### src/design/tsl_pkg.sv
/*
 * Constants, field layout and carrier types for the temperature sensor
 * threshold and nonvolatile register bank.
 * Assumes a 125 MHz core clock and a serial-bus engine that hands over
 * one register access at a time.
 */
package tsl_pkg;

    // ------------------------------------------------------------------
    // Timing
    // ------------------------------------------------------------------
    localparam int unsigned CLK_PERIOD_NS = 8;
    localparam int unsigned TICK_US = 500;
    localparam int unsigned TICK_CYCLES = TICK_US * 1000 / CLK_PERIOD_NS;
    localparam int unsigned SRST_MS = 2;
    localparam int unsigned SRST_CYCLES = SRST_MS * 1000000 / CLK_PERIOD_NS;
    localparam int unsigned NVM_PROG_CYCLES = 16;
    localparam int unsigned CONV_SAMPLE_US = 15500;
    localparam int unsigned CYCLE_US [8] = '{15500, 125000, 250000, 500000,
        1000000, 4000000, 8000000, 16000000};
    localparam int unsigned AVG_MIN_US [4] = '{0, 125000, 500000, 1000000};
    localparam int unsigned AVG_SAMPLES [4] = '{1, 8, 32, 64};

    // ------------------------------------------------------------------
    // Register offsets
    // ------------------------------------------------------------------
    localparam logic [7:0] ADDR_CONFIG = 8'h01;
    localparam logic [7:0] ADDR_UPPER = 8'h02;
    localparam logic [7:0] ADDR_LOWER = 8'h03;
    localparam logic [7:0] ADDR_UNLOCK = 8'h04;
    localparam logic [7:0] ADDR_SCRATCH1 = 8'h05;
    localparam logic [7:0] ADDR_SCRATCH2 = 8'h06;

    // ------------------------------------------------------------------
    // Field positions
    // ------------------------------------------------------------------
    localparam int unsigned CFG_HIGH_BIT = 15;
    localparam int unsigned CFG_LOW_BIT = 14;
    localparam int unsigned CFG_DRDY_BIT = 13;
    localparam int unsigned CFG_BUSY_BIT = 12;
    localparam int unsigned CFG_MOD_LSB = 10;
    localparam int unsigned CFG_CONV_LSB = 7;
    localparam int unsigned CFG_AVG_LSB = 5;
    localparam int unsigned CFG_THERM_BIT = 4;
    localparam int unsigned CFG_SRST_BIT = 1;
    localparam int unsigned UNL_EN_BIT = 15;
    localparam int unsigned UNL_BUSY_BIT = 14;

    // ------------------------------------------------------------------
    // Reset values and masks
    // ------------------------------------------------------------------
    localparam logic [15:0] CFG_RESET = 16'h0220;
    localparam logic [15:0] CFG_RW_MASK = 16'h0FFC;
    localparam logic [15:0] CFG_NV_MASK = 16'h07FC;
    localparam logic [15:0] UPPER_RESET = 16'h6000;
    localparam logic [15:0] LOWER_RESET = 16'h8000;
    localparam logic [15:0] SCRATCH2_RESET = 16'h0000;
    localparam logic UNLOCK_RESET = 1'b0;

    // Nonvolatile cell indices
    localparam int unsigned NVM_ENTRIES = 5;
    localparam logic [2:0] NV_CFG = 3'h0;
    localparam logic [2:0] NV_UPPER = 3'h1;
    localparam logic [2:0] NV_LOWER = 3'h2;
    localparam logic [2:0] NV_SCR1 = 3'h3;
    localparam logic [2:0] NV_SCR2 = 3'h4;

    // Conversion mode codes
    localparam logic [1:0] MODE_SD = 2'h1;
    localparam logic [1:0] MODE_CC_ALT = 2'h2;
    localparam logic [1:0] MODE_OS = 2'h3;

    // ------------------------------------------------------------------
    // Types
    // ------------------------------------------------------------------
    typedef struct packed {
        logic [7:0] addr;
        logic [15:0] wdata;
        logic wr;
        logic rd;
    } tsl_req_s;

    typedef enum {NVM_IDLE, NVM_LOAD, NVM_PROG} tsl_nvm_e;

endpackage

### src/design/tsl_regs.sv
/*
 * Register bank of the temperature sensor: configuration, thresholds,
 * nonvolatile unlock, scratch words, conversion pacing and soft reset.
 * Assumes the bus engine on clk_in presents one access per request and
 * the converter returns results with a one-cycle valid pulse.
 */
`timescale 1ns/1ns

// Notes on behaviour
// RULE1: Writing one to the soft reset bit starts a 2 ms internal reset.
// RULE2: The soft reset bit always reads back as zero.
// RULE3: Cycle code picks 15.5 ms up to 16 s when averaging is off.
// RULE4: Averaging 8, 32, 64 forces at least 125 ms, 500 ms, 1 s.
// RULE5: Averaging longer than the cycle leaves no standby between cycles.
// RULE6: Both thresholds are 16-bit, 7.8125 m C per step, +-256 C.
// RULE7: Thresholds compare as signed two's complement against results.
// RULE8: Upper threshold reloads from its cell at power-up or general call.
// RULE9: Lower threshold reloads from its cell at power-up or reset.
// RULE10: With unlock clear, writes touch only the volatile register.
// RULE11: With unlock set, a programmable write also programs its cell.
// RULE12: Unlock register bit 14 mirrors configuration busy bit 12.
// RULE13: Busy reads one during programming or reload, else zero.
// RULE14: First scratch word is read/write and reloads from its own cell.
// RULE15: First scratch cell holds a factory identifier the host may overwrite.
// RULE16: Host should leave the first scratch cell unprogrammed.
// RULE17: Second scratch word behaves like the first, factory value zero.
// RULE18: Alert mode upper flag sets above threshold, clears on config read.
// RULE19: Averaging code 00 none, 01 eight, 10 thirty-two, 11 sixty-four.
// RULE20: Host waits for busy low before another programming write.
// RULE21: Unused configuration and unlock bits read zero, ignore writes.
module tsl_regs
    import tsl_pkg::*;
#(
    parameter int unsigned TICK_LEN = TICK_CYCLES,
    parameter int unsigned SRST_LEN = SRST_CYCLES,
    parameter int unsigned PROG_LEN = NVM_PROG_CYCLES,
    parameter logic [15:0] FACTORY_UID = 16'h5A3C // Arbitrary value
) (
    input wire logic clk_in,
    input wire logic resetn_in,
    input wire tsl_req_s req_in,
    input wire logic gcall_reset_in,
    input wire logic [15:0] result_in,
    input wire logic result_valid_in,
    output logic [15:0] rdata_out,
    output logic rvalid_out,
    output logic conv_start_out,
    output logic [1:0] averaging_select_out,
    output logic high_alert_out,
    output logic low_alert_out,
    output logic data_ready_out,
    output logic nvm_busy_out,
    output logic soft_reset_out
);

    localparam int unsigned TW = $clog2(TICK_LEN + 1);
    localparam int unsigned SW = $clog2(SRST_LEN + 1);
    localparam int unsigned PW = $clog2(PROG_LEN + 1);
    localparam logic [15:0] NV_FACTORY [NVM_ENTRIES] = '{CFG_RESET,
        UPPER_RESET, LOWER_RESET, FACTORY_UID, SCRATCH2_RESET};

    // ------------------------------------------------------------------
    // Access decode
    // ------------------------------------------------------------------
    logic wr_cfg, rd_cfg, srst_trig, nv_hit;
    logic [2:0] nv_idx;

    // Map a bus address onto its nonvolatile cell
    always_comb begin
        nv_hit = 1'b1;
        nv_idx = NV_CFG;
        case (req_in.addr)
            ADDR_CONFIG: nv_idx = NV_CFG;
            ADDR_UPPER: nv_idx = NV_UPPER;
            ADDR_LOWER: nv_idx = NV_LOWER;
            ADDR_SCRATCH1: nv_idx = NV_SCR1;
            ADDR_SCRATCH2: nv_idx = NV_SCR2;
            default: nv_hit = 1'b0;
        endcase
    end

    assign wr_cfg = req_in.wr && req_in.addr == ADDR_CONFIG;
    assign rd_cfg = req_in.rd && req_in.addr == ADDR_CONFIG;
    assign srst_trig = wr_cfg && req_in.wdata[CFG_SRST_BIT]; // RULE1

    // ------------------------------------------------------------------
    // Nonvolatile cells, reload and programming
    // ------------------------------------------------------------------
    tsl_nvm_e nvm_state_reg, nvm_state_next;
    logic [2:0] nvm_idx_reg, nvm_idx_next;
    logic [PW-1:0] prog_cnt_reg, prog_cnt_next;
    logic [15:0] prog_data_reg, prog_data_next;
    logic [15:0] nvm_cell_reg [NVM_ENTRIES];
    logic [15:0] nvm_cell_next [NVM_ENTRIES];
    logic unlock_reg, unlock_next;
    logic load_en;

    assign load_en = nvm_state_reg == NVM_LOAD;

    // Sequencer: reload walks every cell, programming waits out its time
    always_comb begin
        nvm_state_next = nvm_state_reg;
        nvm_idx_next = nvm_idx_reg;
        prog_cnt_next = prog_cnt_reg;
        prog_data_next = prog_data_reg;
        nvm_cell_next = nvm_cell_reg;
        case (nvm_state_reg)
            NVM_IDLE: begin
                if (req_in.wr && nv_hit && unlock_reg && !srst_trig) begin
                    nvm_state_next = NVM_PROG; // RULE11
                    nvm_idx_next = nv_idx;
                    prog_cnt_next = PW'(PROG_LEN);
                    prog_data_next = req_in.wdata;
                end
            end
            NVM_LOAD: begin
                if (nvm_idx_reg == 3'(NVM_ENTRIES - 1)) begin
                    nvm_state_next = NVM_IDLE;
                end else begin
                    nvm_idx_next = nvm_idx_reg + 3'h1;
                end
            end
            NVM_PROG: begin
                prog_cnt_next = prog_cnt_reg - PW'(1);
                if (prog_cnt_reg == PW'(1)) begin
                    nvm_cell_next[nvm_idx_reg] = prog_data_reg; // RULE15
                    nvm_state_next = NVM_IDLE;
                end
            end
            default: nvm_state_next = NVM_IDLE;
        endcase
        if (gcall_reset_in || (srst_trig && nvm_state_reg != NVM_PROG)) begin
            nvm_state_next = NVM_LOAD; // RULE8 RULE9
            nvm_idx_next = NV_CFG;
        end
    end

    // Power-up starts with a reload of every cell
    always_ff @(posedge clk_in or negedge resetn_in) begin
        if (!resetn_in) begin
            nvm_state_reg <= NVM_LOAD;
            nvm_idx_reg <= NV_CFG;
            prog_cnt_reg <= '0;
            prog_data_reg <= '0;
            nvm_cell_reg <= NV_FACTORY;
        end else begin
            nvm_state_reg <= nvm_state_next;
            nvm_idx_reg <= nvm_idx_next;
            prog_cnt_reg <= prog_cnt_next;
            prog_data_reg <= prog_data_next;
            nvm_cell_reg <= nvm_cell_next;
        end
    end

    assign nvm_busy_out = nvm_state_reg != NVM_IDLE; // RULE13

    // ------------------------------------------------------------------
    // Volatile registers and read port
    // ------------------------------------------------------------------
    logic [15:0] cfg_reg, cfg_next, upper_reg, upper_next;
    logic [15:0] lower_reg, lower_next, scr1_reg, scr1_next;
    logic [15:0] scr2_reg, scr2_next, rdata_next;
    logic high_reg, high_next, low_reg, low_next, drdy_reg, drdy_next;
    logic rvalid_next, above, below, therm;

    assign therm = cfg_reg[CFG_THERM_BIT];
    assign above = $signed(result_in) > $signed(upper_reg); // RULE6 RULE7
    assign below = $signed(result_in) < $signed(lower_reg); // RULE7

    // Reload first, host write on top, flags with set over clear
    always_comb begin
        cfg_next = cfg_reg;
        upper_next = upper_reg;
        lower_next = lower_reg;
        scr1_next = scr1_reg;
        scr2_next = scr2_reg;
        unlock_next = unlock_reg;
        if (load_en) begin
            case (nvm_idx_reg)
                NV_CFG: cfg_next = nvm_cell_reg[NV_CFG] & CFG_NV_MASK;
                NV_UPPER: upper_next = nvm_cell_reg[NV_UPPER]; // RULE8
                NV_LOWER: lower_next = nvm_cell_reg[NV_LOWER]; // RULE9
                NV_SCR1: scr1_next = nvm_cell_reg[NV_SCR1]; // RULE14
                NV_SCR2: scr2_next = nvm_cell_reg[NV_SCR2]; // RULE17
                default: cfg_next = cfg_reg;
            endcase
        end
        if (req_in.wr && !srst_trig) begin
            case (req_in.addr)
                ADDR_CONFIG: begin
                    cfg_next = req_in.wdata & CFG_RW_MASK; // RULE21
                    if (cfg_next[CFG_MOD_LSB+:2] == MODE_CC_ALT) begin
                        cfg_next[CFG_MOD_LSB+:2] = 2'h0;
                    end
                end
                ADDR_UPPER: upper_next = req_in.wdata; // RULE10
                ADDR_LOWER: lower_next = req_in.wdata; // RULE10
                ADDR_UNLOCK: unlock_next = req_in.wdata[UNL_EN_BIT];
                ADDR_SCRATCH1: scr1_next = req_in.wdata; // RULE14
                ADDR_SCRATCH2: scr2_next = req_in.wdata; // RULE17
                default: unlock_next = unlock_reg;
            endcase
        end
        if (conv_start_out && cfg_reg[CFG_MOD_LSB+:2] == MODE_OS) begin
            cfg_next[CFG_MOD_LSB+:2] = MODE_SD;
        end
        if (srst_trig) begin
            unlock_next = UNLOCK_RESET;
        end
        high_next = high_reg && !rd_cfg; // RULE18
        low_next = low_reg && !rd_cfg;
        drdy_next = (drdy_reg && !rd_cfg) || result_valid_in;
        if (result_valid_in) begin
            if (therm) begin
                high_next = above || (high_reg && !below);
                low_next = 1'b0;
            end else begin
                high_next = high_next || above; // RULE18
                low_next = low_next || below;
            end
        end
        rvalid_next = req_in.rd;
        case (req_in.addr)
            ADDR_CONFIG: rdata_next = {high_reg, low_reg, drdy_reg,
                nvm_busy_out, cfg_reg[11:0]}; // RULE2 RULE21
            ADDR_UPPER: rdata_next = upper_reg;
            ADDR_LOWER: rdata_next = lower_reg;
            ADDR_UNLOCK: rdata_next = {unlock_reg, nvm_busy_out,
                14'h0000}; // RULE12 RULE21
            ADDR_SCRATCH1: rdata_next = scr1_reg;
            ADDR_SCRATCH2: rdata_next = scr2_reg;
            default: rdata_next = 16'h0000;
        endcase
        if (!req_in.rd) begin
            rdata_next = rdata_out;
        end
    end

    // Volatile registers hold factory values until the reload lands
    always_ff @(posedge clk_in or negedge resetn_in) begin
        if (!resetn_in) begin
            cfg_reg <= CFG_RESET;
            upper_reg <= UPPER_RESET;
            lower_reg <= LOWER_RESET;
            scr1_reg <= FACTORY_UID;
            scr2_reg <= SCRATCH2_RESET;
            unlock_reg <= UNLOCK_RESET;
            high_reg <= 1'b0;
            low_reg <= 1'b0;
            drdy_reg <= 1'b0;
            rdata_out <= 16'h0000;
            rvalid_out <= 1'b0;
        end else begin
            cfg_reg <= cfg_next;
            upper_reg <= upper_next;
            lower_reg <= lower_next;
            scr1_reg <= scr1_next;
            scr2_reg <= scr2_next;
            unlock_reg <= unlock_next;
            high_reg <= high_next;
            low_reg <= low_next;
            drdy_reg <= drdy_next;
            rdata_out <= rdata_next;
            rvalid_out <= rvalid_next;
        end
    end

    assign high_alert_out = high_reg;
    assign low_alert_out = low_reg;
    assign data_ready_out = drdy_reg;
    assign averaging_select_out = cfg_reg[CFG_AVG_LSB+:2]; // RULE19

    // ------------------------------------------------------------------
    // Conversion pacing and soft reset
    // ------------------------------------------------------------------
    logic [TW-1:0] tick_cnt_reg, tick_cnt_next;
    logic [15:0] per_cnt_reg, per_cnt_next, period_ticks;
    logic [15:0] cyc_ticks, avg_ticks, busy_ticks;
    logic [SW-1:0] srst_cnt_reg, srst_cnt_next;
    logic tick, conv_next, running;
    logic [2:0] conv_sel;
    logic [1:0] avg_sel, mode;

    assign conv_sel = cfg_reg[CFG_CONV_LSB+:3];
    assign avg_sel = cfg_reg[CFG_AVG_LSB+:2];
    assign mode = cfg_reg[CFG_MOD_LSB+:2];
    assign tick = tick_cnt_reg == TW'(TICK_LEN - 1);
    assign running = mode != MODE_SD && !soft_reset_out;
    assign soft_reset_out = srst_cnt_reg != '0;

    // Cycle period is the longest of table, averaging floor, sampling time
    always_comb begin
        cyc_ticks = 16'(CYCLE_US[conv_sel] / TICK_US); // RULE3
        avg_ticks = 16'(AVG_MIN_US[avg_sel] / TICK_US); // RULE4
        busy_ticks = 16'(AVG_SAMPLES[avg_sel] * CONV_SAMPLE_US
            / TICK_US); // RULE19
        period_ticks = cyc_ticks;
        if (avg_ticks > period_ticks) begin
            period_ticks = avg_ticks; // RULE4
        end
        if (busy_ticks > period_ticks) begin
            period_ticks = busy_ticks; // RULE5
        end
    end

    // Tick divider, period counter and soft reset timer
    always_comb begin
        tick_cnt_next = tick ? '0 : tick_cnt_reg + TW'(1);
        per_cnt_next = per_cnt_reg;
        conv_next = 1'b0;
        if (!running) begin
            per_cnt_next = 16'h0000;
        end else if (tick) begin
            if (per_cnt_reg == 16'h0000) begin
                conv_next = 1'b1;
            end
            per_cnt_next = per_cnt_reg + 16'h0001;
            if (per_cnt_next >= period_ticks) begin
                per_cnt_next = 16'h0000; // RULE5
            end
        end
        srst_cnt_next = soft_reset_out ? srst_cnt_reg - SW'(1) : '0;
        if (srst_trig && !soft_reset_out) begin
            srst_cnt_next = SW'(SRST_LEN); // RULE1
        end
    end

    // Pacing registers
    always_ff @(posedge clk_in or negedge resetn_in) begin
        if (!resetn_in) begin
            tick_cnt_reg <= '0;
            per_cnt_reg <= 16'h0000;
            srst_cnt_reg <= '0;
            conv_start_out <= 1'b0;
        end else begin
            tick_cnt_reg <= tick_cnt_next;
            per_cnt_reg <= per_cnt_next;
            srst_cnt_reg <= srst_cnt_next;
            conv_start_out <= conv_next;
        end
    end
endmodule // tsl_regs

### config.mk
export PLATFORM = sky130hd
export DESIGN_NAME = tsl_regs
export DESIGN_NICKNAME = d
export VERILOG_FILES = /design/src/design/tsl_pkg.sv /design/src/design/tsl_regs.sv
export SDC_FILE = /design/constraint.sdc
export NUM_CORES = 1
export LEC_CHECK = 0
export BUFFER_PORTS_ARGS = -buffer_cell sky130_fd_sc_hd__buf_2
export CORE_AREA = 4 4 219 221
export CTS_CLUSTER_DIAMETER = 200
export DETAILED_ROUTE_END_ITERATION = 6
export DIE_AREA = 0 0 223 225
export PLACE_DENSITY = 0.78
export SYNTH_ARGS = -nofsm -noshare
export SYNTH_HDL_FRONTEND = slang
export SYNTH_SLANG_ARGS = --single-unit
### constraint.sdc
create_clock -name clk_in -period 62.6 [get_ports clk_in]
set_input_delay 6.26 -clock clk_in [delete_from_list [all_inputs] [get_ports clk_in]]
set_output_delay 6.26 -clock clk_in [all_outputs]
set_load 0.02 [all_outputs]
Word level (Yosys, flattened, before mapping)
Memory sizes are Yosys's and may differ from the RTL's.
Cells that the tools add are included.

storage, ports and cells
  register bits = 288
  latch bits = 0
  memory bits (writable) = 0
  ROM bits = 256
  output and inout port bits = 25
  word-level logic and storage cells = 177
  memories = 1

memory list
  name             depth  bits a word  rd ports  clocked after memory_dff  wr ports  RTL line         source
  (no name shown)  8      32           1         0                         0         tsl_regs.sv:293  cyc_ticks = 16'(CYCLE_US[conv_sel] / TICK_US);

operators by class
  $add $sub $neg = 5
  $mul = 1
  divide/modulo/power cells = 3
  $lt $le $gt $ge = 9
  equal/unequal tests = 25
  shifts and indexed selects = 0
  multiplexer cells = 65
  bitwise gates (word level) = 3
  reduce and logical (&&, ||, !) cells = 41

operators with widths
  kind                                                                    number
  16-bit two-way mux                                                      27
  32-bit two-way mux                                                      10
  32-bit binary-select mux with 2-bit select                              2
  32-bit by 9-bit divider with 32-bit output, second input constant       3
  16-bit case mux with 6 select lines                                     1
  32-bit case mux with 3 select lines                                     1
  80-bit bitwise mux                                                      1
  32-bit by 2-bit equality test with 1-bit output, second input constant  2
  16-bit demux with 3-bit select                                          1
  16-bit greater-than comparator                                          3
  18-bit two-way mux                                                      2
  16-bit by 1-bit adder with 16-bit output, second input constant         2
  32-bit by 1-bit equality test with 1-bit output, second input constant  1
  32-bit logical NOT                                                      1
  32-bit by 12-bit multiplier with 30-bit output, second input constant   1
  32-bit by 3-bit != test with 1-bit output, second input constant        1
  32-bit nonzero test                                                     1
  8-bit by 3-bit equality test with 1-bit output, second input constant   3
  18-bit nonzero test                                                     1
  18-bit by 1-bit subtractor with 18-bit output, second input constant    1
  16-bit equality test, second input constant                             1
  8-bit by 2-bit equality test with 1-bit output, second input constant   2
  16-bit greater-or-equal comparator                                      1
  1-bit logical AND                                                       16
  other kinds (33)                                                        67

Logic depth before layout (Yosys ltp)
Gate-level depths: netlist of the first run.

  depth after elaboration = 13
  depth in mapped cells = 134
  depth with buffers taken out = 120

Worst setup path after synthesis of the first run
No wires, ideal clock.

  path kind = register to register
  start point = register cfg_reg[9]
  end point = register per_cnt_reg[9]
  setup time = 110 ps
  data arrival time = 21697 ps
  data required time = 62490 ps
  slack = 40793 ps
  cell stages (with the launch flop) = 126
  path buffers = 11
  cell sequence = dfstp_2 buf_2 clkbuf_1 inv_1 clkbuf_1 ha_1 buf_2 or3b_1 buf_2 nor4_4 a41oi_1 or3_1 nand2_1 nand4_1 nand2_1 nand2_1 nand2_1 mux4_2 [... 90 more ...] nand2b_1 a21oi_1 nor2b_1 o21ai_0 nand2b_1 a21oi_1 nor2b_1 o21ai_0 nand2b_1 a21oi_1 nor2b_1 o21ai_0 nand2b_1 a211o_1 clkbuf_1 nor2_1 o21ai_0 o41ai_1

between the ends
  longest elaborated chain between the ends = 13

ends and longest elaborated chain
  what                                                      RTL line         source
  from (decl)                                               tsl_regs.sv:160  logic [15:0] cfg_reg, cfg_next, upper_reg, upper_next;
  from (signal assigned)                                    tsl_regs.sv:254  cfg_reg <= cfg_next;
  3-bit inverter with 4-bit output (implied by the code) *  tsl_regs.sv:293
  memory read 8 x 32 bit *                                  -
  32-bit two-way mux (implied by the code) * (2 in a row)   tsl_regs.sv:293
  32-bit by 9-bit divider with 32-bit output *              tsl_regs.sv:293
  16-bit greater-than comparator                            tsl_regs.sv:298  if (avg_ticks > period_ticks) begin
  16-bit two-way mux *                                      tsl_regs.sv:298
  16-bit greater-than comparator                            tsl_regs.sv:301  if (busy_ticks > period_ticks) begin
  16-bit two-way mux *                                      tsl_regs.sv:301
  16-bit greater-or-equal comparator *                      tsl_regs.sv:318  if (per_cnt_next >= period_ticks) begin
  16-bit two-way mux *                                      tsl_regs.sv:318
  16-bit two-way mux *                                      tsl_regs.sv:313  end else if (tick) begin
  16-bit two-way mux *                                      tsl_regs.sv:311  if (!running) begin
  to (signal assigned)                                      tsl_regs.sv:337  per_cnt_reg <= per_cnt_next;
  to (decl)                                                 tsl_regs.sv:277  logic [15:0] per_cnt_reg, per_cnt_next, period_ticks;

Every way passes the cells marked *; elsewhere a longest branch is shown, timed or not. The select of a mux whose other input is x is not followed.
A chain may end at the register's enable or synchronous reset.

Final worst setup path of the first run
  start point = register cfg_reg[8]
  end point = register per_cnt_reg[2]

Same word-level chain as after synthesis.

==> results of run 1 <==
logic make-up (layout without fill, tap and decap cells):
| family | Yosys count | count (layout) | synth area share |
|---|---|---|---|
| multiplexers | 214 | 214 | 0.09817 |
| XOR/XNOR | 123 | 123 | 0.04793 |
| AO/OA/AOI/OAI | 814 | 814 | 0.2354 |
| AND/OR/NAND/NOR | 1075 | 1075 | 0.2330 |
| flip-flops | 247 | 247 | 0.2663 |
| adder cells (fa/ha/maj) | 142 | 142 | 0.07645 |
| buffers and inverters | 249 | 266 | 0.04284 |
| other | 0 | 1 | 0 |
worst max-delay path: cells and delay by family, from the launching register on:
family | cells | cell delay (ns)
AND/OR/NAND/NOR | 47 | 10.81
AO/OA/AOI/OAI | 50 | 11.07
XOR/XNOR | 2 | 0.44
flip-flops | 1 | 0.98
multiplexers | 3 | 0.64
buffers and inverters | 7 | 2.12
adder cells (fa/ha/maj) | 6 | 1.96
cell usage after synthesis (14+ instances only):
cell and count:
a211oi_1 20, a21o_1 53, a21oi_1 200, a222oi_1 14, a22oi_1 25, a31oi_1 41
and2_1 25, and3_1 40, buf_2 20, clkbuf_1 100, dfrtp_1 220, dfstp_2 27
ha_1 141, inv_1 101, mux2_2 108, mux2i_1 104, nand2_1 271, nand2b_1 54
nand3_1 92, nand4_1 44, nor2_1 255, nor2b_1 41, nor3_1 81, nor4_1 29
o211a_1 14, o211ai_1 41, o21a_1 17, o21ai_0 190, o31ai_1 15, or2_2 22
or3_1 32, xnor2_1 83, xor2_1 36
power groups by stage:
stage	sequential (W)	combinational [W]	clock [W]
detailed placement	0.000182	0.000108	0
CTS	0.000179	0.000109	0.000155
global placement	0.000181	0.000106	0
global route	0.000181	0.000119	0.000163
finish	0.000180	0.000110	0.000154
floorplan	0.000180	0.0000799	0
how the worst max path moves through the flow:
stage,to,cells after the start,start
after floorplan,per_cnt_reg[9],125,cfg_reg[9]
after global placement,per_cnt_reg[9],111,cfg_reg[8]
after detailed placement,per_cnt_reg[9],113,cfg_reg[8]
after CTS,per_cnt_reg[9],113,cfg_reg[8]
after global routing,per_cnt_reg[2],113,cfg_reg[8]
final,per_cnt_reg[2],115,cfg_reg[8]
per-stage QoR:
step | setup WS (ns) | utilization | hold slack, ns | total power, W
2_1_floorplan | 40.79 | - | 0.4282 | 0.0002598
3_3_place_gp | 36.06 | 0.5243 | 0.4427 | 0.0002870
3_5_place_dp | 35.16 | 0.5243 | 0.4546 | 0.0002898
4_1_cts | 35.17 | 0.5425 | 0.4639 | 0.0004434
5_1_grt | 31.95 | 0.5425 | 0.4812 | 0.0004632
6_report | 34.44 | 0.5426 | 0.4665 | 0.0004438
layout make-up:
cell class              count  area, µm²
multi-input cells        2368      16150
repair buffers            108      645.6
diodes                      1      2.502
fillers                  4191      21110
clock buffers              35      691.9
inverters                 114      430.4
clock inverters             9      151.4
well taps                 607      759.5
flip-flops and latches    247       6215
layer usage:
layer / global-route usage / part of all wire
met5: 0 / 0.000091
met4: 0.1149 / 0.045
met3: 0.03517 / 0.076
met2: 0.5046 / 0.48
met1: 0.3757 / 0.40
==> impl_metrics.toml, run 1 <==
[synth]
ys_seq_elements = 247
netlist_area_mm2 = 0.02334
synth_cell_types = 124
synth.yosys.warnings = 0
synthCells = 2864
synth_edf_count = 0
synth_top_area_frac = 0.2359
synth_area_leaders = "dfrtp_1 (24%), ha_1 (7.6%), mux2_2 (5.2%)"
async_reset_ff_frac = 1.000
synth_fp_nets = 3052
synth_top_area_cell = "dfrtp_1"
synth_flop_cell = "dfrtp_1"
seq_area_frac_synth = 0.2663
synth_area_per_cell_um2 = 8.149

[route]
routed_wl_mm = 76.58
vias = 23078
drt_iter0_drc = 2635
drc_errors = 0
firstDrtPassIters = 6
wl_per_cell_um = 21.95
ant_nets = 0
via_per_inst = 6.615

[grt]
grt_usage = 0.2922
antenna_found_initial = 3
grt_pass1_vias = 22579
grt_pass1_wl_mm = 122.4
grt_overflow = 0
grt_max_degree = 111

[floorplanning]
core_region_area_mm2 = 0.04616
dieArea_mm2 = 0.05018
dieWidth_um = 223
start_util = 0.5056
num_io_pins = 71
fp.dieH_um = 225
rows = 79

[worst_setup_path]
critPathMaxStageDelay_ns = 0.98
cp_max_fo = 27
required_ns = 63.05
worstReg2RegEnd = "per_cnt_reg[2]"
arrival_ns = 28.61
path_class = "register to register"
critical_path.startpoint_type = "register"
crit_slowest_cell = "dfrtp_1"
ff2ff_setup_slack_ns = 34.44
endpoint_kind = "register"
r2r_start = "cfg_reg[8]"
crit_top_cell = "o21ai_0"
ff2ff_path_depth = 115

[sta]
drv_slew = 0
finalCritPeriodShare = 0.4498
tns_ns = 0
max_slew_margin = 0.1949
hold_violations = 0
finalClockSkew_ns = 0.02839
setup_viol = 0
worstMarginPinSlew_ns = 1.192
finalCriticalPeriod_ns = 28.16
fmax_mhz = 35.52
rsz0062_at_grt = "false"

[clock_tree]
cts_setup_buffers = 0
ctsLongestPathBuffers = 3
tritoncts = "built"
cts_sinks = 247
cts_resized = 0
numCtsBuffers = 24
clockRootBuffer = "clkbuf_16"
cts_hold_buf = 0
clk_latency_ns = 0.54
path_clk_slew_ns = 0.07
htree_levels = 1

[worst_hold_path]
hold_path_class = "register to register"
min_to = "srst_cnt_reg[0]"
min-delay-start = "srst_cnt_reg[0]"
whs_path_depth = 1

[power]
switching_share = 0.3155
ir_drop_v = 0.00002425
power_density_mw_per_mm2 = 17.72
clkPwrFrac = 0.346
intPower_w = 0.0003038
p_seq_frac = 0.405
power_frac_comb = 0.249
leakage_nw = 10.85
p_switching_w = 0.0001400

[placement]
dp.cells = 3444
io_buffers = 70
post-dp-hpwl_mm = 56.74
gp_congestion = 1.021
placed_cell_area_mm2 = 0.02420

[finish]
post_layout_nonfiller_instances = 3489
area_delta_synth_final_pct = 7.324
largest_register_ffs = 73
final_common_cell = "nand2_1"
drive_gt1_frac = 0.1302
nets = 3051
fin_area_mm2 = 0.02505
layout_common_cells = "nand2_1 (271), nor2_1 (255), dfrtp_1 (220), a21oi_1 (200), o21ai_0 (190)"

[outcome]
status = "completed"

[job]
drv_cap = 0
(Power assumes the default switching activity.)
==> run 2: changes to the inputs <==
--- a/config.mk
+++ b/config.mk
@@ -5,12 +5,13 @@
 export SDC_FILE = /design/constraint.sdc
 export NUM_CORES = 1
 export LEC_CHECK = 0
+export ABC_AREA = 1
 export BUFFER_PORTS_ARGS = -buffer_cell sky130_fd_sc_hd__buf_2
-export CORE_AREA = 4 4 219 221
+export CORE_AREA = 4 4 220 222
 export CTS_CLUSTER_DIAMETER = 200
 export DETAILED_ROUTE_END_ITERATION = 6
-export DIE_AREA = 0 0 223 225
-export PLACE_DENSITY = 0.78
+export DIE_AREA = 0 0 224 226
+export PLACE_DENSITY = 0.81
 export SYNTH_ARGS = -nofsm -noshare
 export SYNTH_HDL_FRONTEND = slang
 export SYNTH_SLANG_ARGS = --single-unit
==> constraint.sdc (replaced) <==
create_clock -name clk_in -period 25.1 [get_ports clk_in]
set_input_delay 2.51 -clock clk_in [delete_from_list [all_inputs] [get_ports clk_in]]
set_output_delay 2.51 -clock clk_in [all_outputs]
set_load 0.02 [all_outputs]
==> run 2 against run 1 <==
Flip-flop and latch count unchanged. Combinational power increased to 10 times the previous value. Worst setup slack got worse by 31 ns. Register-to-register slack got worse by 31 ns. Critical path type unchanged. Sequential share of layout area decreased by 0.15 points. Critical path depth increased by 12. Highest routed layer is now met4. Largest cell class unchanged. Non-clock buffer count decreased by 20. First-iteration DRC count increased by 11%. Sequential power increased by 150%. Utilization increased by 0.10 points. Synthesized cell count increased by 25%.
==> impl_metrics.toml, run 2 <==
[sta]
worstMarginPinSlew_ns = 1.121
fmax_mhz = 45.78
rsz0062_at_grt = "false"
tns_ns = 0
finalCriticalPeriod_ns = 21.84
drv_slew = 0
setup_viol = 0
finalCritPeriodShare = 0.8702
finalClockSkew_ns = 0.02958
hold_violations = 0
fin_ws_ns = 3.258
max_slew_margin = 0.2507

[synth]
ys_seq_elements = 247
synth_cell_types = 77
synth_area_leaders = "dfrtp_1 (23%), nand2_1 (14%), ha_1 (7.5%)"
synth_most_common_cell = "nand2_1"
synth_fp_nets = 3758
synth_flop_cell = "dfrtp_1"
synth_top_area_frac = 0.2336
synth_area_per_cell_um2 = 6.600
synth.yosys.warnings = 0
synthCells = 3570
synth_top_area_cell = "dfrtp_1"
async_reset_ff_frac = 1.000
synth_edf_count = 0
netlist_area_mm2 = 0.02356
seq_area_frac_synth = 0.2638
netlist_top_cells_count = "nand2_1 (875), inv_1 (460), nor2_1 (382)"

[grt]
grt_max_degree = 108
met3_usage = 0.03185
use_met1 = 0.3802
grt_pass1_wl_mm = 115.5
grt_usage = 0.2751
use_met2 = 0.4523
grt_pass1_vias = 22195
grt_overflow = 0
busiest_layer = "met2"
antenna_found_initial = 0

[power]
p_seq_frac = 0.225
intPower_w = 0.001048
p_switching_w = 0.0009475
leakage_nw = 12.74
clkPwrFrac = 0.220
ir_drop_v = 0.00008254
switching_share = 0.4749
power_frac_comb = 0.555
power_density_mw_per_mm2 = 79.17

[floorplanning]
num_io_pins = 71
dieWidth_um = 224
rows = 79
start_util = 0.5083
dieArea_mm2 = 0.05062
fp.dieH_um = 226
core_region_area_mm2 = 0.04636

[worst_hold_path]
hold_path_class = "register to register"

[outcome]
status = "completed"

[worst_setup_path]
critPathBufInv = 14
endpoint_kind = "register"
crit_top_cell = "nand2_1"
critical-path-top-delay-family = "simple AND/OR/NAND/NOR gates"
critPathMaxStageDelay_ns = 0.62
path_class = "register to register"
arrival_ns = 22.21
crit_slowest_cell = "o21ai_0"
critical_path.startpoint_type = "register"
cp_max_fo = 27
required_ns = 25.47

[clock_tree]
clk_latency_ns = 0.55
htree_levels = 1
cts_sinks = 247
ctsLongestPathBuffers = 3
clockRootBuffer = "clkbuf_16"
tritoncts = "built"
cts_hold_buf = 0
cts_setup_buffers = 0
numCtsBuffers = 26
cts_resized = 0
path_clk_slew_ns = 0.06

[route]
ant_nets = 0
routed_wl_mm = 72.17
via_per_inst = 5.770
wl_per_cell_um = 17.16
drt_iter0_drc = 2934
firstDrtPassIters = 6
vias = 24262
drc_errors = 0

[finish]
diodes = 0
layout_common_cells = "nand2_1 (875), inv_1 (460), nor2_1 (378), nand3_1 (261), o21ai_0 (242)"
largest_register_ffs = 73
drive_gt1_frac = 0.1137
post_layout_nonfiller_instances = 4205
area_delta_synth_final_pct = 6.951
nets = 3766
final_common_cell = "nand2_1"
fin_util = 0.5436

[placement]
gp_congestion = 1.021
io_buffers = 70
pre_cts_ws_ns = 3.865
post-dp-hpwl_mm = 53.84
dp.cells = 4157

[job]
drv_cap = 0
## run 2: cell types whose count changed in the layout (fill, tap and decap cells not counted), sizes merged, moves of 58 or more
| cell | change |
|---|---|
| nand2 | +690 |
| inv | +383 |
| nand3 | +190 |
| nor2 | +174 |
| mux2i | -104 |
| mux2 | -77 |
| a21oi | -70 |
| xnor2 | -63 |
| o21ai | +58 |
## run 2: worst register-to-register path, delay by kind of cell, from the launching register on
| kind | cells | cell delay, ns |
|---|---|---|
| and+or+nand+nor | 80 | 12.31 |
| AOI/OAI and AO/OA | 26 | 4.53 |
| buffers and inverters | 14 | 2.48 |
| adders and majority gates | 6 | 1.64 |
| DFF | 1 | 0.57 |
| xor gates and xnor gates | 1 | 0.14 |
## run 2: area by class of cell
type / instances / area, µm²
multi-input cells: 2716 / 14870
repair buffers: 88 / 495.5
flip-flops and latches: 247 / 6215
clock inverters: 14 / 256.5
clock buffers: 34 / 720.7
inverters: 499 / 1884
fillers: 4453 / 21160
well taps: 607 / 759.5
## run 2: through the flow
step	total power, W	hold WS (ns)	cell area, µm²
6_report	0.001995	0.4600	25200
5_1_grt	0.002155	0.4778	25200
4_1_cts	0.001974	0.4683	25200
3_5_place_dp	0.001532	0.4608	24220
3_3_place_gp	0.001524	0.4544	24220
2_1_floorplan	0.001311	0.4329	23560
## run 2: logic make-up after synthesis
| family | count (synthesis) | synth area share |
|---|---|---|
| buffers and inverters | 607 | 0.1058 |
| muxes | 32 | 0.01529 |
| adders and majority gates | 142 | 0.07572 |
| DFF | 247 | 0.2638 |
| xor gates and xnor gates | 98 | 0.03643 |
| AOI/OAI and AO/OA | 556 | 0.1378 |
| and+or+nand+nor | 1888 | 0.3652 |
## run 2: metal layers
layer  up-vias  wire length, µm
met2      1158            32820
met3       189             6112
met1     11184            30610
met5         -                0
met4         0             2628
li1      11731                -
## run 2: power by group through the flow
| stage | registers [W] | logic [W] | clock network (W) |
|---|---|---|---|
| global route | 0.000452 | 0.00124 | 0.000459 |
| CTS | 0.000448 | 0.00109 | 0.000440 |
| global placement | 0.000454 | 0.00107 | 0 |
| floorplan | 0.000449 | 0.000862 | 0 |
| finish | 0.000449 | 0.00111 | 0.000438 |
| detailed placement | 0.000455 | 0.00108 | 0 |
## run 2: worst paths after layout
path	start	to	slack (ns)	depth (start not counted)
max in group asynchronous	resetn_in	per_cnt_reg[15]	21.62	2
min in group asynchronous	resetn_in	prog_cnt_reg[0]	2.01	1
worst max-delay path	cfg_reg[8]	per_cnt_reg[10]	3.26	127
worst max register to register	cfg_reg[8]	per_cnt_reg[10]	3.26	127
worst min register to register	tick_cnt_reg[0]	tick_cnt_reg[0]	0.46	1
worst min-delay path	tick_cnt_reg[0]	tick_cnt_reg[0]	0.46	1
